===== config.mk =====
export PLATFORM = sky130hd
export DESIGN_NAME = sch_host_port
export DESIGN_NICKNAME = d
export VERILOG_FILES = /design/src/inc/sch_pkg.sv /design/src/sch_host_port.sv
export SDC_FILE = /design/constraint.sdc
export NUM_CORES = 1
export LEC_CHECK = 0
export ABC_AREA = 1
export BUFFER_PORTS_ARGS = -buffer_cell sky130_fd_sc_hd__buf_2
export CAP_MARGIN = 40
export CORE_MARGIN = 2
export CORE_UTILIZATION = 55
export CTS_BUF_LIST = sky130_fd_sc_hd__clkbuf_8
export CTS_CLUSTER_DIAMETER = 30
export DETAILED_ROUTE_END_ITERATION = 16
export PLACE_DENSITY = 0.86
export RECOVER_POWER = 100
export SKIP_LAST_GASP = 1
export SYNTH_ARGS = -nofsm -noshare
export SYNTH_HDL_FRONTEND = slang
export SYNTH_SLANG_ARGS = --single-unit

===== constraint.sdc =====
create_clock -name aclk -period 8.8 [get_ports aclk]
set_input_delay 0.88 -clock aclk [delete_from_list [all_inputs] [get_ports aclk]]
set_output_delay 0.88 -clock aclk [all_outputs]
set_load 0.05 [all_outputs]

===== src/inc/sch_pkg.sv =====
// constants for the serial controller host port
package sch_pkg;

  // ************************************************************
  // bus offsets (byte addresses)
  // ************************************************************
  localparam logic [7:0] OFF_CMD_A   = 8'h00;
  localparam logic [7:0] OFF_DATA_A  = 8'h04;
  localparam logic [7:0] OFF_CMD_B   = 8'h08;
  localparam logic [7:0] OFF_DATA_B  = 8'h0C;
  localparam logic [7:0] OFF_INT_ACK = 8'h10;
  localparam logic [1:0] RESP_OKAY   = 2'h0;
  localparam logic [1:0] RESP_SLVERR = 2'h2;

  // ************************************************************
  // indirect register indices
  // ************************************************************
  localparam logic [3:0] REG_CMD     = 4'h0;
  localparam logic [3:0] REG_MODE    = 4'h1;
  localparam logic [3:0] REG_VEC     = 4'h2;
  localparam logic [3:0] REG_PEND    = 4'h3;
  localparam logic [3:0] REG_DTR     = 4'h5;
  localparam logic [3:0] REG_DATA    = 4'h8;
  localparam logic [3:0] REG_MASTER  = 4'h9;
  localparam logic [3:0] REG_TC_LO   = 4'hC;
  localparam logic [3:0] REG_TC_HI   = 4'hD;
  localparam logic [3:0] REG_BRG_CTL = 4'hE;
  localparam logic [3:0] REG_EXT_EN  = 4'hF;
  localparam logic [7:0] RST_REG     = 8'h00;

  // ************************************************************
  // command codes in command byte bits 5:3
  // ************************************************************
  localparam int         CMD_LSB        = 3;
  localparam logic [2:0] CMD_POINT_HIGH = 3'h1;
  localparam logic [2:0] CMD_RESET_EXT  = 3'h2;
  localparam logic [2:0] CMD_ARM_FIRST  = 3'h4;
  localparam logic [2:0] CMD_RESET_TXIP = 3'h5;
  localparam logic [2:0] CMD_ERR_RESET  = 3'h6;
  localparam logic [2:0] CMD_RESET_IUS  = 3'h7;

  // ************************************************************
  // field positions
  // ************************************************************
  localparam int MODE_EXT_IE   = 0;
  localparam int MODE_TX_IE    = 1;
  localparam int MODE_PAR_SPEC = 2;
  localparam int MODE_RX_LSB   = 3;
  localparam int MODE_DIR_RX   = 5;
  localparam int MODE_FUNC_REQ = 6;
  localparam int MODE_WR_EN    = 7;
  localparam logic [1:0] RXI_FIRST   = 2'h1;
  localparam logic [1:0] RXI_ALL     = 2'h2;
  localparam int MASTER_VIS    = 0;
  localparam int MASTER_MIE    = 3;
  localparam int DTR_BIT       = 7;
  localparam int BRG_EN        = 0;
  localparam int BRG_DTR_REQ   = 2;
  localparam int EXT_ZC        = 1;
  localparam int EXT_DCD       = 3;
  localparam int EXT_SYNC      = 4;
  localparam int EXT_CTS       = 5;
  localparam int EXT_UNDER     = 6;
  localparam int EXT_BRK       = 7;

  // ************************************************************
  // interrupt sources and vector status codes
  // ************************************************************
  localparam int         SRC_RX   = 0;
  localparam int         SRC_TX   = 1;
  localparam int         SRC_EXT  = 2;
  localparam int         N_SRC    = 6;
  localparam int         VEC_LSB  = 1;
  localparam logic [2:0] VC_NONE  = 3'h3;
  localparam logic [2:0] VC_SPEC  = 3'h3;
  localparam logic [2:0] VC_RX    = 3'h2;
  localparam logic [2:0] VC_EXT   = 3'h1;
  localparam logic [2:0] VC_TX    = 3'h0;
  localparam logic [2:0] VC_CHANA = 3'h4;

endpackage : sch_pkg


===== src/sch_host_port.sv =====
// host port of a two-channel serial controller: registers, interrupts, block transfer
// Behaviour
// - six sources, A over B, rx-tx-ext
// - tx interrupt when loaded buffer empties
// - rx interrupt: first, all, or special only
// - overrun, framing, end-of-frame, optional parity special
// - special condition differs only in vector status
// - ext interrupt on modem, underrun, zero, break
// - abort or poll end: interrupt at start, end
// - wait/request pin chosen by mode bits
// - request low when ready for dma
// - wait low while a data access is held off, cpu stretched
// - second request shared with terminal ready
// - two channels, own baud generators, shared interrupts
// - vector status via B, plain via A
// - vector and master control shared, pending read via A only, others per channel
// - three-entry eight-bit receive fifo
// - eight-bit transmit buffer feeds shifter
// - data select goes straight to data register
// - pointer in register zero selects next access
// - pointer clears after indirect access
// - data registers also reachable by pointer
// - time constant readable as two bytes
// - modem inputs readable, interrupts software selected
// - pending drives request only with chain enable
// - under service blocks lower sources and chain
// - master enable off blocks every request
`timescale 1ns/10ps

module sch_host_port
  import sch_pkg::*;
#(
  parameter int ADDR_W   = 8,
  parameter int RX_DEPTH = 3
) (
  // clock and reset
  input  wire logic                aclk,
  input  wire logic                aresetn,
  // axi4-lite write channels
  input  wire logic [ADDR_W-1:0]   s_axi_awaddr,
  input  wire logic                s_axi_awvalid,
  output logic                     s_axi_awready,
  input  wire logic [31:0]         s_axi_wdata,
  input  wire logic [3:0]          s_axi_wstrb,
  input  wire logic                s_axi_wvalid,
  output logic                     s_axi_wready,
  output logic [1:0]               s_axi_bresp,
  output logic                     s_axi_bvalid,
  input  wire logic                s_axi_bready,
  // axi4-lite read channels
  input  wire logic [ADDR_W-1:0]   s_axi_araddr,
  input  wire logic                s_axi_arvalid,
  output logic                     s_axi_arready,
  output logic [31:0]              s_axi_rdata,
  output logic [1:0]               s_axi_rresp,
  output logic                     s_axi_rvalid,
  input  wire logic                s_axi_rready,
  // receive shifter side, index 0 is channel A
  input  wire logic [1:0]          rx_valid,
  input  wire logic [1:0][7:0]     rx_char,
  input  wire logic [1:0]          rx_framing_err,
  input  wire logic [1:0]          rx_end_of_frame,
  input  wire logic [1:0]          rx_parity_err,
  // transmit shifter side
  output logic [1:0][7:0]          tx_data,
  output logic [1:0]               tx_valid,
  input  wire logic [1:0]          tx_take,
  // modem and line status
  input  wire logic [1:0]          cts_in,
  input  wire logic [1:0]          carrier_detect_in,
  input  wire logic [1:0]          sync_in,
  input  wire logic [1:0]          tx_underrun,
  input  wire logic [1:0]          break_abort,
  input  wire logic [1:0]          end_of_poll_seq,
  // block transfer and baud generator
  output logic [1:0]               wait_req_n,
  output logic [1:0]               dtr_req_n,
  output logic [1:0]               brg_zero,
  // interrupt daisy chain
  input  wire logic                chain_enable_in,
  output logic                     chain_enable_out,
  output logic                     int_n
);

  // ************************************************************
  // parameter check
  // ************************************************************
  if (ADDR_W < 5 || RX_DEPTH < 1 || RX_DEPTH > 3) begin : g_bad_param
    $error("sch_host_port: ADDR_W or RX_DEPTH out of range");
  end

  // ************************************************************
  // state
  // ************************************************************
  typedef struct packed {
    logic [1:0][3:0]      ptr;
    logic [1:0][7:0]      mode;
    logic [7:0]           vec;
    logic [7:0]           master;
    logic [1:0]           dtr;
    logic [1:0][15:0]     tc;
    logic [1:0][7:0]      brg_ctl;
    logic [1:0][7:0]      ext_en;
    logic [1:0][15:0]     brg;
    logic [1:0]           zc;
    logic [1:0][7:0]      tx_buf;
    logic [1:0]           tx_full;
    logic [1:0][2:0][7:0] fifo;
    logic [1:0][2:0]      fspec;
    logic [1:0][1:0]      fcnt;
    logic [1:0][3:0]      errs;
    logic [1:0]           first_done;
    logic [1:0]           first_hit;
    logic [1:0][5:0]      prev;
    logic [N_SRC-1:0]     ip;
    logic [N_SRC-1:0]     under_service_flag;
    logic                 bvalid;
    logic [1:0]           bresp;
    logic                 rvalid;
    logic [1:0]           rresp;
    logic [31:0]          rdata;
  } sch_state_type;

  sch_state_type st_ff;
  sch_state_type nxt_st;

  // ************************************************************
  // functions
  // ************************************************************
  // address to {hit, ack, channel, data select}
  function automatic logic [3:0] sch_decode(input logic [ADDR_W-1:0] a);
    logic [3:0] r;
    r = 4'h0;
    if (a == ADDR_W'(OFF_CMD_A))   r = 4'b1000;
    if (a == ADDR_W'(OFF_DATA_A))  r = 4'b1001;
    if (a == ADDR_W'(OFF_CMD_B))   r = 4'b1010;
    if (a == ADDR_W'(OFF_DATA_B))  r = 4'b1011;
    if (a == ADDR_W'(OFF_INT_ACK)) r = 4'b1100;
    return r;
  endfunction

  // internal daisy chain walk: {valid, source index}
  function automatic logic [3:0] sch_grant(input logic [N_SRC-1:0] ip, input logic [N_SRC-1:0] under_service_flag,
                                           input logic global_irq_enable);
    logic [3:0] g;
    logic       blocked;
    g = 4'h0;
    blocked = 1'b0;
    for (int i = 0; i < N_SRC; i++) begin
      if (!blocked && under_service_flag[i]) blocked = 1'b1;
      else if (!blocked && ip[i] && global_irq_enable) begin
        g = {1'b1, 3'(i)};
        blocked = 1'b1;
      end
    end
    return g;
  endfunction

  // mode selects cpu wait function
  function automatic logic sch_wait_mode(input logic [7:0] m);
    return m[MODE_WR_EN] & ~m[MODE_FUNC_REQ];
  endfunction

  // ************************************************************
  // decode, grant and handshakes
  // ************************************************************
  logic [3:0] aw_dec;
  logic [3:0] ar_dec;
  logic [3:0] grant;
  logic       stall_w;
  logic       stall_r;
  logic       aw_go;
  logic       ar_go;
  logic [2:0] vcode;
  logic [7:0] vec_status;
  logic [7:0] pend_byte;

  assign aw_dec = sch_decode(s_axi_awaddr);
  assign ar_dec = sch_decode(s_axi_araddr);
  assign grant  = sch_grant(st_ff.ip, st_ff.under_service_flag, st_ff.master[MASTER_MIE]);

  // cpu wait stretches a data access in the waited direction
  assign stall_w = aw_dec[3] & ~aw_dec[2] & aw_dec[0] & sch_wait_mode(st_ff.mode[aw_dec[1]]) &
                   ~st_ff.mode[aw_dec[1]][MODE_DIR_RX] & st_ff.tx_full[aw_dec[1]];
  assign stall_r = ar_dec[3] & ~ar_dec[2] & ar_dec[0] & sch_wait_mode(st_ff.mode[ar_dec[1]]) &
                   st_ff.mode[ar_dec[1]][MODE_DIR_RX] & (st_ff.fcnt[ar_dec[1]] == 2'h0);

  assign aw_go         = s_axi_awvalid & s_axi_wvalid & ~st_ff.bvalid & ~stall_w;
  assign ar_go         = s_axi_arvalid & ~st_ff.rvalid & ~stall_r & ~aw_go;
  assign s_axi_awready = aw_go;
  assign s_axi_wready  = aw_go;
  assign s_axi_arready = ar_go;

  // vector status: receive source with special head becomes special code
  always_comb begin
    vcode = VC_NONE;
    if (grant[3]) begin
      unique case (3'(grant[2:0] % 3))
        3'(SRC_RX):  vcode = st_ff.fspec[grant[2:0] / 3][0] ? VC_SPEC : VC_RX;
        3'(SRC_TX):  vcode = VC_TX;
        default:     vcode = VC_EXT;
      endcase
      if (grant[2:0] < 3'h3) vcode = vcode | VC_CHANA;
    end
  end

  assign vec_status = {st_ff.vec[7:VEC_LSB+3], vcode, st_ff.vec[VEC_LSB-1:0]};
  assign pend_byte  = {2'b00, st_ff.ip[0], st_ff.ip[1], st_ff.ip[2],
                       st_ff.ip[3], st_ff.ip[4], st_ff.ip[5]};

  // ************************************************************
  // next state
  // ************************************************************
  always_comb begin
    logic [3:0] idx;
    logic       ch;
    logic [7:0] rbyte;
    logic [7:0] wbyte;
    logic [2:0] cmd;
    logic       cleared;
    logic [5:0] cur;
    logic [5:0] chg;
    logic       zc_tick;
    logic       ext_ev;
    logic       spec_in;
    logic [1:0] rxm;
    idx     = 4'h0;
    ch      = 1'b0;
    rbyte   = 8'h00;
    wbyte   = s_axi_wdata[7:0];
    cmd     = wbyte[CMD_LSB+2:CMD_LSB];
    cleared = 1'b0;
    cur     = 6'h00;
    chg     = 6'h00;
    zc_tick = 1'b0;
    ext_ev  = 1'b0;
    spec_in = 1'b0;
    rxm     = 2'h0;
    nxt_st  = st_ff;

    // shifter takes the transmit buffer
    for (int c = 0; c < 2; c++) begin
      if (tx_take[c] && st_ff.tx_full[c]) begin
        nxt_st.tx_full[c] = 1'b0;
        if (st_ff.mode[c][MODE_TX_IE]) nxt_st.ip[3*c+SRC_TX] = 1'b1;
      end
    end

    // response channels retire
    if (st_ff.bvalid && s_axi_bready) nxt_st.bvalid = 1'b0;
    if (st_ff.rvalid && s_axi_rready) nxt_st.rvalid = 1'b0;

    // register write
    if (aw_go) begin
      nxt_st.bvalid = 1'b1;
      nxt_st.bresp  = (aw_dec[3] && !aw_dec[2]) ? RESP_OKAY : RESP_SLVERR;
      ch  = aw_dec[1];
      idx = aw_dec[0] ? REG_DATA : st_ff.ptr[ch];
      if (aw_dec[3] && !aw_dec[2] && s_axi_wstrb[0]) begin
        unique case (idx)
          REG_CMD: begin
            nxt_st.ptr[ch] = {cmd == CMD_POINT_HIGH, wbyte[2:0]};
            unique case (cmd)
              CMD_RESET_EXT:  nxt_st.ip[3*ch+SRC_EXT] = 1'b0;
              CMD_ARM_FIRST:  nxt_st.first_done[ch] = 1'b0;
              CMD_RESET_TXIP: begin
                // a take in the same cycle sets the bit again: the event wins
                if (!(tx_take[ch] && st_ff.tx_full[ch] && st_ff.mode[ch][MODE_TX_IE]))
                  nxt_st.ip[3*ch+SRC_TX] = 1'b0;
              end
              CMD_ERR_RESET: begin
                nxt_st.errs[ch]     = 4'h0;
                nxt_st.fspec[ch][0] = 1'b0;
              end
              CMD_RESET_IUS: begin
                for (int i = 0; i < N_SRC; i++) begin
                  if (!cleared && st_ff.under_service_flag[i]) begin
                    nxt_st.under_service_flag[i] = 1'b0;
                    cleared = 1'b1;
                  end
                end
              end
              default: ;
            endcase
          end
          REG_MODE:    nxt_st.mode[ch] = wbyte;
          REG_VEC:     nxt_st.vec = wbyte;
          REG_DTR:     nxt_st.dtr[ch] = wbyte[DTR_BIT];
          REG_DATA: begin
            nxt_st.tx_buf[ch]           = wbyte;
            nxt_st.tx_full[ch]          = 1'b1;
            nxt_st.ip[3*ch+SRC_TX]      = 1'b0;
          end
          REG_MASTER:  nxt_st.master = wbyte;
          REG_TC_LO:   nxt_st.tc[ch][7:0] = wbyte;
          REG_TC_HI:   nxt_st.tc[ch][15:8] = wbyte;
          REG_BRG_CTL: nxt_st.brg_ctl[ch] = wbyte;
          REG_EXT_EN:  nxt_st.ext_en[ch] = wbyte;
          default: ;
        endcase
        if (!aw_dec[0] && idx != REG_CMD) nxt_st.ptr[ch] = REG_CMD;
      end
    end

    // register read
    if (ar_go) begin
      nxt_st.rvalid = 1'b1;
      nxt_st.rresp  = ar_dec[3] ? RESP_OKAY : RESP_SLVERR;
      ch  = ar_dec[1];
      idx = ar_dec[0] ? REG_DATA : st_ff.ptr[ch];
      if (ar_dec[3] && ar_dec[2]) begin
        // acknowledge: take the granted source into service
        rbyte = st_ff.master[MASTER_VIS] ? vec_status : st_ff.vec;
        if (grant[3] && chain_enable_in) nxt_st.under_service_flag[grant[2:0]] = 1'b1;
      end else if (ar_dec[3]) begin
        unique case (idx)
          REG_CMD: rbyte = {break_abort[ch], tx_underrun[ch], cts_in[ch], sync_in[ch],
                            carrier_detect_in[ch], ~st_ff.tx_full[ch], st_ff.zc[ch],
                            st_ff.fcnt[ch] != 2'h0};
          REG_MODE: rbyte = {st_ff.errs[ch], 3'b000, ~st_ff.tx_full[ch]};
          REG_VEC:  rbyte = ch ? vec_status : st_ff.vec;
          REG_PEND: rbyte = ch ? 8'h00 : pend_byte;
          REG_DATA: begin
            rbyte = st_ff.fifo[ch][0];
            if (st_ff.fcnt[ch] != 2'h0) begin
              nxt_st.fifo[ch]      = {8'h00, st_ff.fifo[ch][2:1]};
              nxt_st.fspec[ch]     = {1'b0, st_ff.fspec[ch][2:1]};
              nxt_st.fcnt[ch]      = st_ff.fcnt[ch] - 2'h1;
              nxt_st.first_hit[ch] = 1'b0;
            end
          end
          REG_TC_LO:  rbyte = st_ff.tc[ch][7:0];
          REG_TC_HI:  rbyte = st_ff.tc[ch][15:8];
          REG_EXT_EN: rbyte = st_ff.ext_en[ch];
          default:    rbyte = 8'h00;
        endcase
        if (!ar_dec[0]) nxt_st.ptr[ch] = REG_CMD;
      end
      nxt_st.rdata = {24'h000000, rbyte};
    end

    // per channel hardware events
    for (int c = 0; c < 2; c++) begin
      rxm = st_ff.mode[c][MODE_RX_LSB+1:MODE_RX_LSB];

      // baud generator counts down and reloads on zero
      zc_tick = st_ff.brg_ctl[c][BRG_EN] && (st_ff.brg[c] == 16'h0000);
      if (!st_ff.brg_ctl[c][BRG_EN] || zc_tick) nxt_st.brg[c] = st_ff.tc[c];
      else nxt_st.brg[c] = st_ff.brg[c] - 16'h0001;
      nxt_st.zc[c] = zc_tick;

      // external status transitions
      cur = {end_of_poll_seq[c], break_abort[c], tx_underrun[c], cts_in[c], sync_in[c], carrier_detect_in[c]};
      chg = cur ^ st_ff.prev[c];
      nxt_st.prev[c] = cur;
      ext_ev = (chg[0] & st_ff.ext_en[c][EXT_DCD]) | (chg[1] & st_ff.ext_en[c][EXT_SYNC]) |
               (chg[2] & st_ff.ext_en[c][EXT_CTS]) |
               (cur[3] & ~st_ff.prev[c][3] & st_ff.ext_en[c][EXT_UNDER]) |
               ((chg[4] | chg[5]) & st_ff.ext_en[c][EXT_BRK]) |
               (zc_tick & st_ff.ext_en[c][EXT_ZC]);
      if (ext_ev && st_ff.mode[c][MODE_EXT_IE]) nxt_st.ip[3*c+SRC_EXT] = 1'b1;

      // receive character into the fifo
      spec_in = rx_framing_err[c] | rx_end_of_frame[c] |
                (rx_parity_err[c] & st_ff.mode[c][MODE_PAR_SPEC]);
      if (rx_valid[c]) begin
        if (nxt_st.fcnt[c] == 2'(RX_DEPTH)) begin
          nxt_st.errs[c][1] = 1'b1;
          nxt_st.fspec[c][nxt_st.fcnt[c] - 2'h1] = 1'b1;
        end else begin
          nxt_st.fifo[c][nxt_st.fcnt[c]]  = rx_char[c];
          nxt_st.fspec[c][nxt_st.fcnt[c]] = spec_in;
          nxt_st.fcnt[c] = nxt_st.fcnt[c] + 2'h1;
          nxt_st.errs[c] = nxt_st.errs[c] | {rx_end_of_frame[c], rx_framing_err[c], 1'b0, rx_parity_err[c]};
          if (rxm == RXI_FIRST && !st_ff.first_done[c]) begin
            nxt_st.first_hit[c]  = 1'b1;
            nxt_st.first_done[c] = 1'b1;
          end
        end
      end

      // receive pending follows the selected option
      nxt_st.ip[3*c+SRC_RX] = ((rxm == RXI_ALL) && (nxt_st.fcnt[c] != 2'h0)) |
                              ((rxm == RXI_FIRST) && nxt_st.first_hit[c]) |
                              ((rxm != 2'h0) && (nxt_st.fcnt[c] != 2'h0) && nxt_st.fspec[c][0]);
    end
  end

  // ************************************************************
  // state register
  // ************************************************************
  always_ff @(posedge aclk) begin
    if (!aresetn) begin
      st_ff <= '0;
    end else begin
      st_ff <= nxt_st;
    end
  end

  // ************************************************************
  // outputs
  // ************************************************************
  assign s_axi_bvalid     = st_ff.bvalid;
  assign s_axi_bresp      = st_ff.bresp;
  assign s_axi_rvalid     = st_ff.rvalid;
  assign s_axi_rresp      = st_ff.rresp;
  assign s_axi_rdata      = st_ff.rdata;
  assign tx_data          = st_ff.tx_buf;
  assign tx_valid         = st_ff.tx_full;
  assign brg_zero         = st_ff.zc;
  assign int_n            = ~(grant[3] & chain_enable_in);
  assign chain_enable_out = chain_enable_in & ~(|st_ff.under_service_flag);

  // wait or request line per channel
  always_comb begin
    logic rdy;
    logic held;
    rdy  = 1'b0;
    held = 1'b0;
    for (int c = 0; c < 2; c++) begin
      rdy  = st_ff.mode[c][MODE_DIR_RX] ? (st_ff.fcnt[c] != 2'h0) : ~st_ff.tx_full[c];
      held = (s_axi_awvalid & s_axi_wvalid & stall_w & (aw_dec[1] == 1'(c))) |
             (s_axi_arvalid & stall_r & (ar_dec[1] == 1'(c)));
      if (!st_ff.mode[c][MODE_WR_EN]) wait_req_n[c] = 1'b1;
      else if (st_ff.mode[c][MODE_FUNC_REQ]) wait_req_n[c] = ~rdy;
      else wait_req_n[c] = ~held;
      // second request serves transmit, the first serves the direction chosen by MODE_DIR_RX
      dtr_req_n[c] = st_ff.brg_ctl[c][BRG_DTR_REQ] ? st_ff.tx_full[c] : ~st_ff.dtr[c];
    end
  end

endmodule // sch_host_port


==> results.txt <==
* Outcome: finished, violations left
- Violated checks: max-capacitance violations, max-slew violations
* Leakage: 6.02 nW
- Counting every sink on the clock net gives between 200 and 250.
- Setup violations remaining at the end of the flow were counted as 0.
- For this design, the CTS-stage hold fixing added 0 buffers.
- FF-to-FF path depth: 14
- Syn avg cell area: approximately 6.8 um^2
- In this run, the number of DRC markers left after iteration 0 of detailed routing was about 1300.
* Startpoint type of the worst setup path: primary input
- Least-Margin Pin Slew: 3480 ps
- The final-report hold violation count is 0.
* Via count: around 13000
- Counting flops with an async set or reset pin after synthesis yields a share of 0%.
- Pins over their slew limit: 219
- CTS H-tree depth: 2
- Die Span Y: 157 um
- Launch point of the critical path: aresetn
- Among all flip-flop cells after synthesis, the most frequent one is dfxtp_1.
- Number of warning messages in the yosys log: 0
* Post CTS Setup Buffer Count: 0
* Antenna-violating nets left: 0
- Synthesized-area fraction occupied by adder cells: 0.486%
- The first global-routing pass estimated between 50000 and 60000 um of wire.
- Total non-filler cell area in the finished layout: 14000 um^2
- End of the critical path: st_ff[284]
* Maximum number of pins on one net before global-route repair: 95
* CP max FO: between 90 and 100
* First-pass iteration count of the detailed router: 6
- Sequential area share after synthesis: between 30% and 40%
- After detailed routing, the average wire length per cell comes to 16.6 um.
- After Yosys synthesis, and, or, nand and nor cells account for 27.3% of the synthesized area.
* Standard-cell rows: 55
- Headroom to the max-slew limit came out at -132%.
- Worst R2R Start: st_ff[76]
- The number of antenna diodes in the final layout is 0.
- Global routing used a little under a third of the available tracks.
* Total power per unit cell area: 187 nW/um^2
- Footprint of the multi-input gates: around 6300 um^2
- Setup repair after global routing left no endpoint under its margin.
- At the worst endpoint, the required time is between 9000 and 10000 ps.
- Number of fill cells: roughly 2100
* Count of mapped cells out of synthesis: 1894
- The worst register-to-register path has a setup slack of 3820 ps.
- In the routed layout, each cell is associated on average with a via count of 5.56.
- CTS clock-pin slew for the worst setup and hold paths: 60 ps
- Overall overflow remaining after global route: 0
* Setup tns final: 0 ps
- Number of antenna violations at the first check in global routing: 0
* Count of buffers from port buffering: 111
* Post-cts gate resize count: 0
* Die W: between 150 and 200 um
- The mapped netlist covers 12900 um^2.
- The critical path is of the primary input to flip-flop type.
- At the end of routability-driven placement, the weighted congestion stood at 0.981.
* Flip-flop and latch count after synthesis: 246
* Clock tree root buffer cell: clkbuf_8
- Summing all flip-flop and latch instances after layout gives about 4900 um^2.
* Worst clock skew: 30.9 ps
- The via count of the first global-routing pass came to 11809.
- At the worst endpoint, the arrival time is 6660 ps.
* Area share of xor/xnor cells in the synthesized design: 1.70%
- After layout, the worst path uses between 70% and 80% of the clock period.
- The endpoint identified for the worst register-to-register timing path is st_ff[121].
* TritonCTS Buffers: 50
* Compound-cell area share of the yosys netlist: 19.5%
- Final worst path period need: 6220 ps
- Post-synthesis mux area share: 0%
- Reported max-cap violation count: 3
- Largest buffer count on any clock path: 3
* CTS tree: yes
- In the final layout, the share of cells above drive strength 1 is 9.27%.
- The initial utilization of the core area, before any placement, comes to 56.5%.
- Across the VDD grid, the largest voltage drop is 0.119 mV.
- Total Die Area: approximately 25000 um^2
* EDFF count, synth: 0
- Number of library cell types mapped by synthesis: between 50 and 60
- Estimated wirelength of the detail-placed design: 26400 um
- Classification of the worst-slack hold path: flip-flop to flip-flop
- Relative to the synthesized area, the layout overhead comes to 9.00%.
* # nets final: about 2100
- By area, the combinational part of the netlist is dominated by simple AND/OR/NAND/NOR gates.
- In the routed design, unresolved DRC markers number 0.
* Ports: 165
* Timing-limited maximum frequency: 161 MHz
- CP endpoint kind: flip-flop
- Area of placed instances: 13100 um^2
- Area of the core: 22800 um^2
* Total wire length after detailed routing: about 38000 um
- At the later pin of the worst-skew pair, clock insertion delay measures 570 ps.
-- area by class of cell --
type / count / area share (%)
Timing Repair Buffer: 117 / 3.81
Multi-Input combinational cell: 1311 / 44.7
Sequential cell: 246 / 35.1
Inverter: 222 / 5.94
Tap cell: 313 / 2.79
Clock inverter: 30 / 1.86
Clock buffer: 59 / 5.79
-- layout by cell type, fill, tap and decap left out, drive strengths merged, types with 2 or more instances in the layout --
cell and instances:
nand2 373, nor2 263, dfxtp 246, inv 230
o21ai 207, a21oi 156, clkbuf 106, nand3 100
buf 70, a211oi 46, nor3 27, conb 26
nand4 21, xnor2 17, clkinv 10, a31oi 9
o21a 9, xor2 8, clkinvlp 8, a22oi 7
or2 5, nor4 5, o211ai 5, a221oi 5
ha 5, bufinv 4, or3 3, o31ai 3
nand3b 2, o22ai 2
-- layer usage --
metal	global-route usage [%]	vias to the layer above	wire (um)
met5	0	-	0
met4	13.8	0	1550
met3	5.89	105	3620
met2	49.6	596	17300
met1	39.6	5863	15700
li1	-	6215	-
-- kinds of logic after synthesis --
group,count (synthesis)
fa+ha+maj,5
flops,246
xor+xnor,25
compound gates,454
buf+inv,362
other cells,1
simple gates,801
-- worst max-delay path: stages --
cell and delay (ps):
clkbuf_1 1820, clkbuf_1 2570, o21ai_0 830, a221oi_1 500
-- synth_stat cells, types with 17 or more instances --
master / n / share of area, %
nand2_1: 360 / 11
xnor2_1: 17 / 1.2
a211oi_1: 46 / 2.7
nor2_1: 247 / 7.2
nand3_1: 89 / 3.5
dfxtp_1: 246 / 38
clkbuf_1: 53 / 1.5
buf_4: 58 / 3.4
inv_1: 211 / 6.2
o21ai_0: 203 / 7.9
a21oi_1: 155 / 6.0
nor3_1: 25 / 0.97
nand4_1: 20 / 0.97
-- flip-flops by register name, indices dropped and copies added (netlist names) --
register and cells:
s_axi_bresp 1, s_axi_rvalid 1, s_axi_rdata 8, tx_data 16
s_axi_bvalid 1, brg_zero 2, st_ff 208, s_axi_rresp 1
pend_byte 6, tx_valid 2
-- per-stage QoR --
stage / instances / utilization [%] / hold WS [ps] / total power, W / setup WS (ps)
floorplan: 1919 / - / 406 / 0.00134 / 4300
global placement: 2209 / 57.7 / 420 / 0.00138 / 3940
detailed placement: 2209 / 57.7 / 427 / 0.00139 / 3830
CTS: 2298 / 62.4 / 435 / 0.00263 / 4400
global route: 2298 / 61.6 / 468 / 0.00270 / 2010
finish: 2298 / 61.6 / 440 / 0.00262 / 2580
-- where the power goes --
group / internal, W / switching [W]
clock: 0.000731 / 0.000518
combinational: 0.0000544 / 0.000161
sequential: 0.00114 / 0.0000136
-- how the worst min path moves through the flow --
stage	endpoint	start	cells past startpoint
after floorplan	st_ff[168]	st_ff[168]	1
after global placement	st_ff[168]	st_ff[168]	1
after detailed placement	st_ff[168]	st_ff[168]	1
after CTS	st_ff[168]	st_ff[168]	1
after global routing	st_ff[168]	st_ff[168]	1
final	st_ff[168]	st_ff[168]	1
Power figures use the tool's default switching activity.
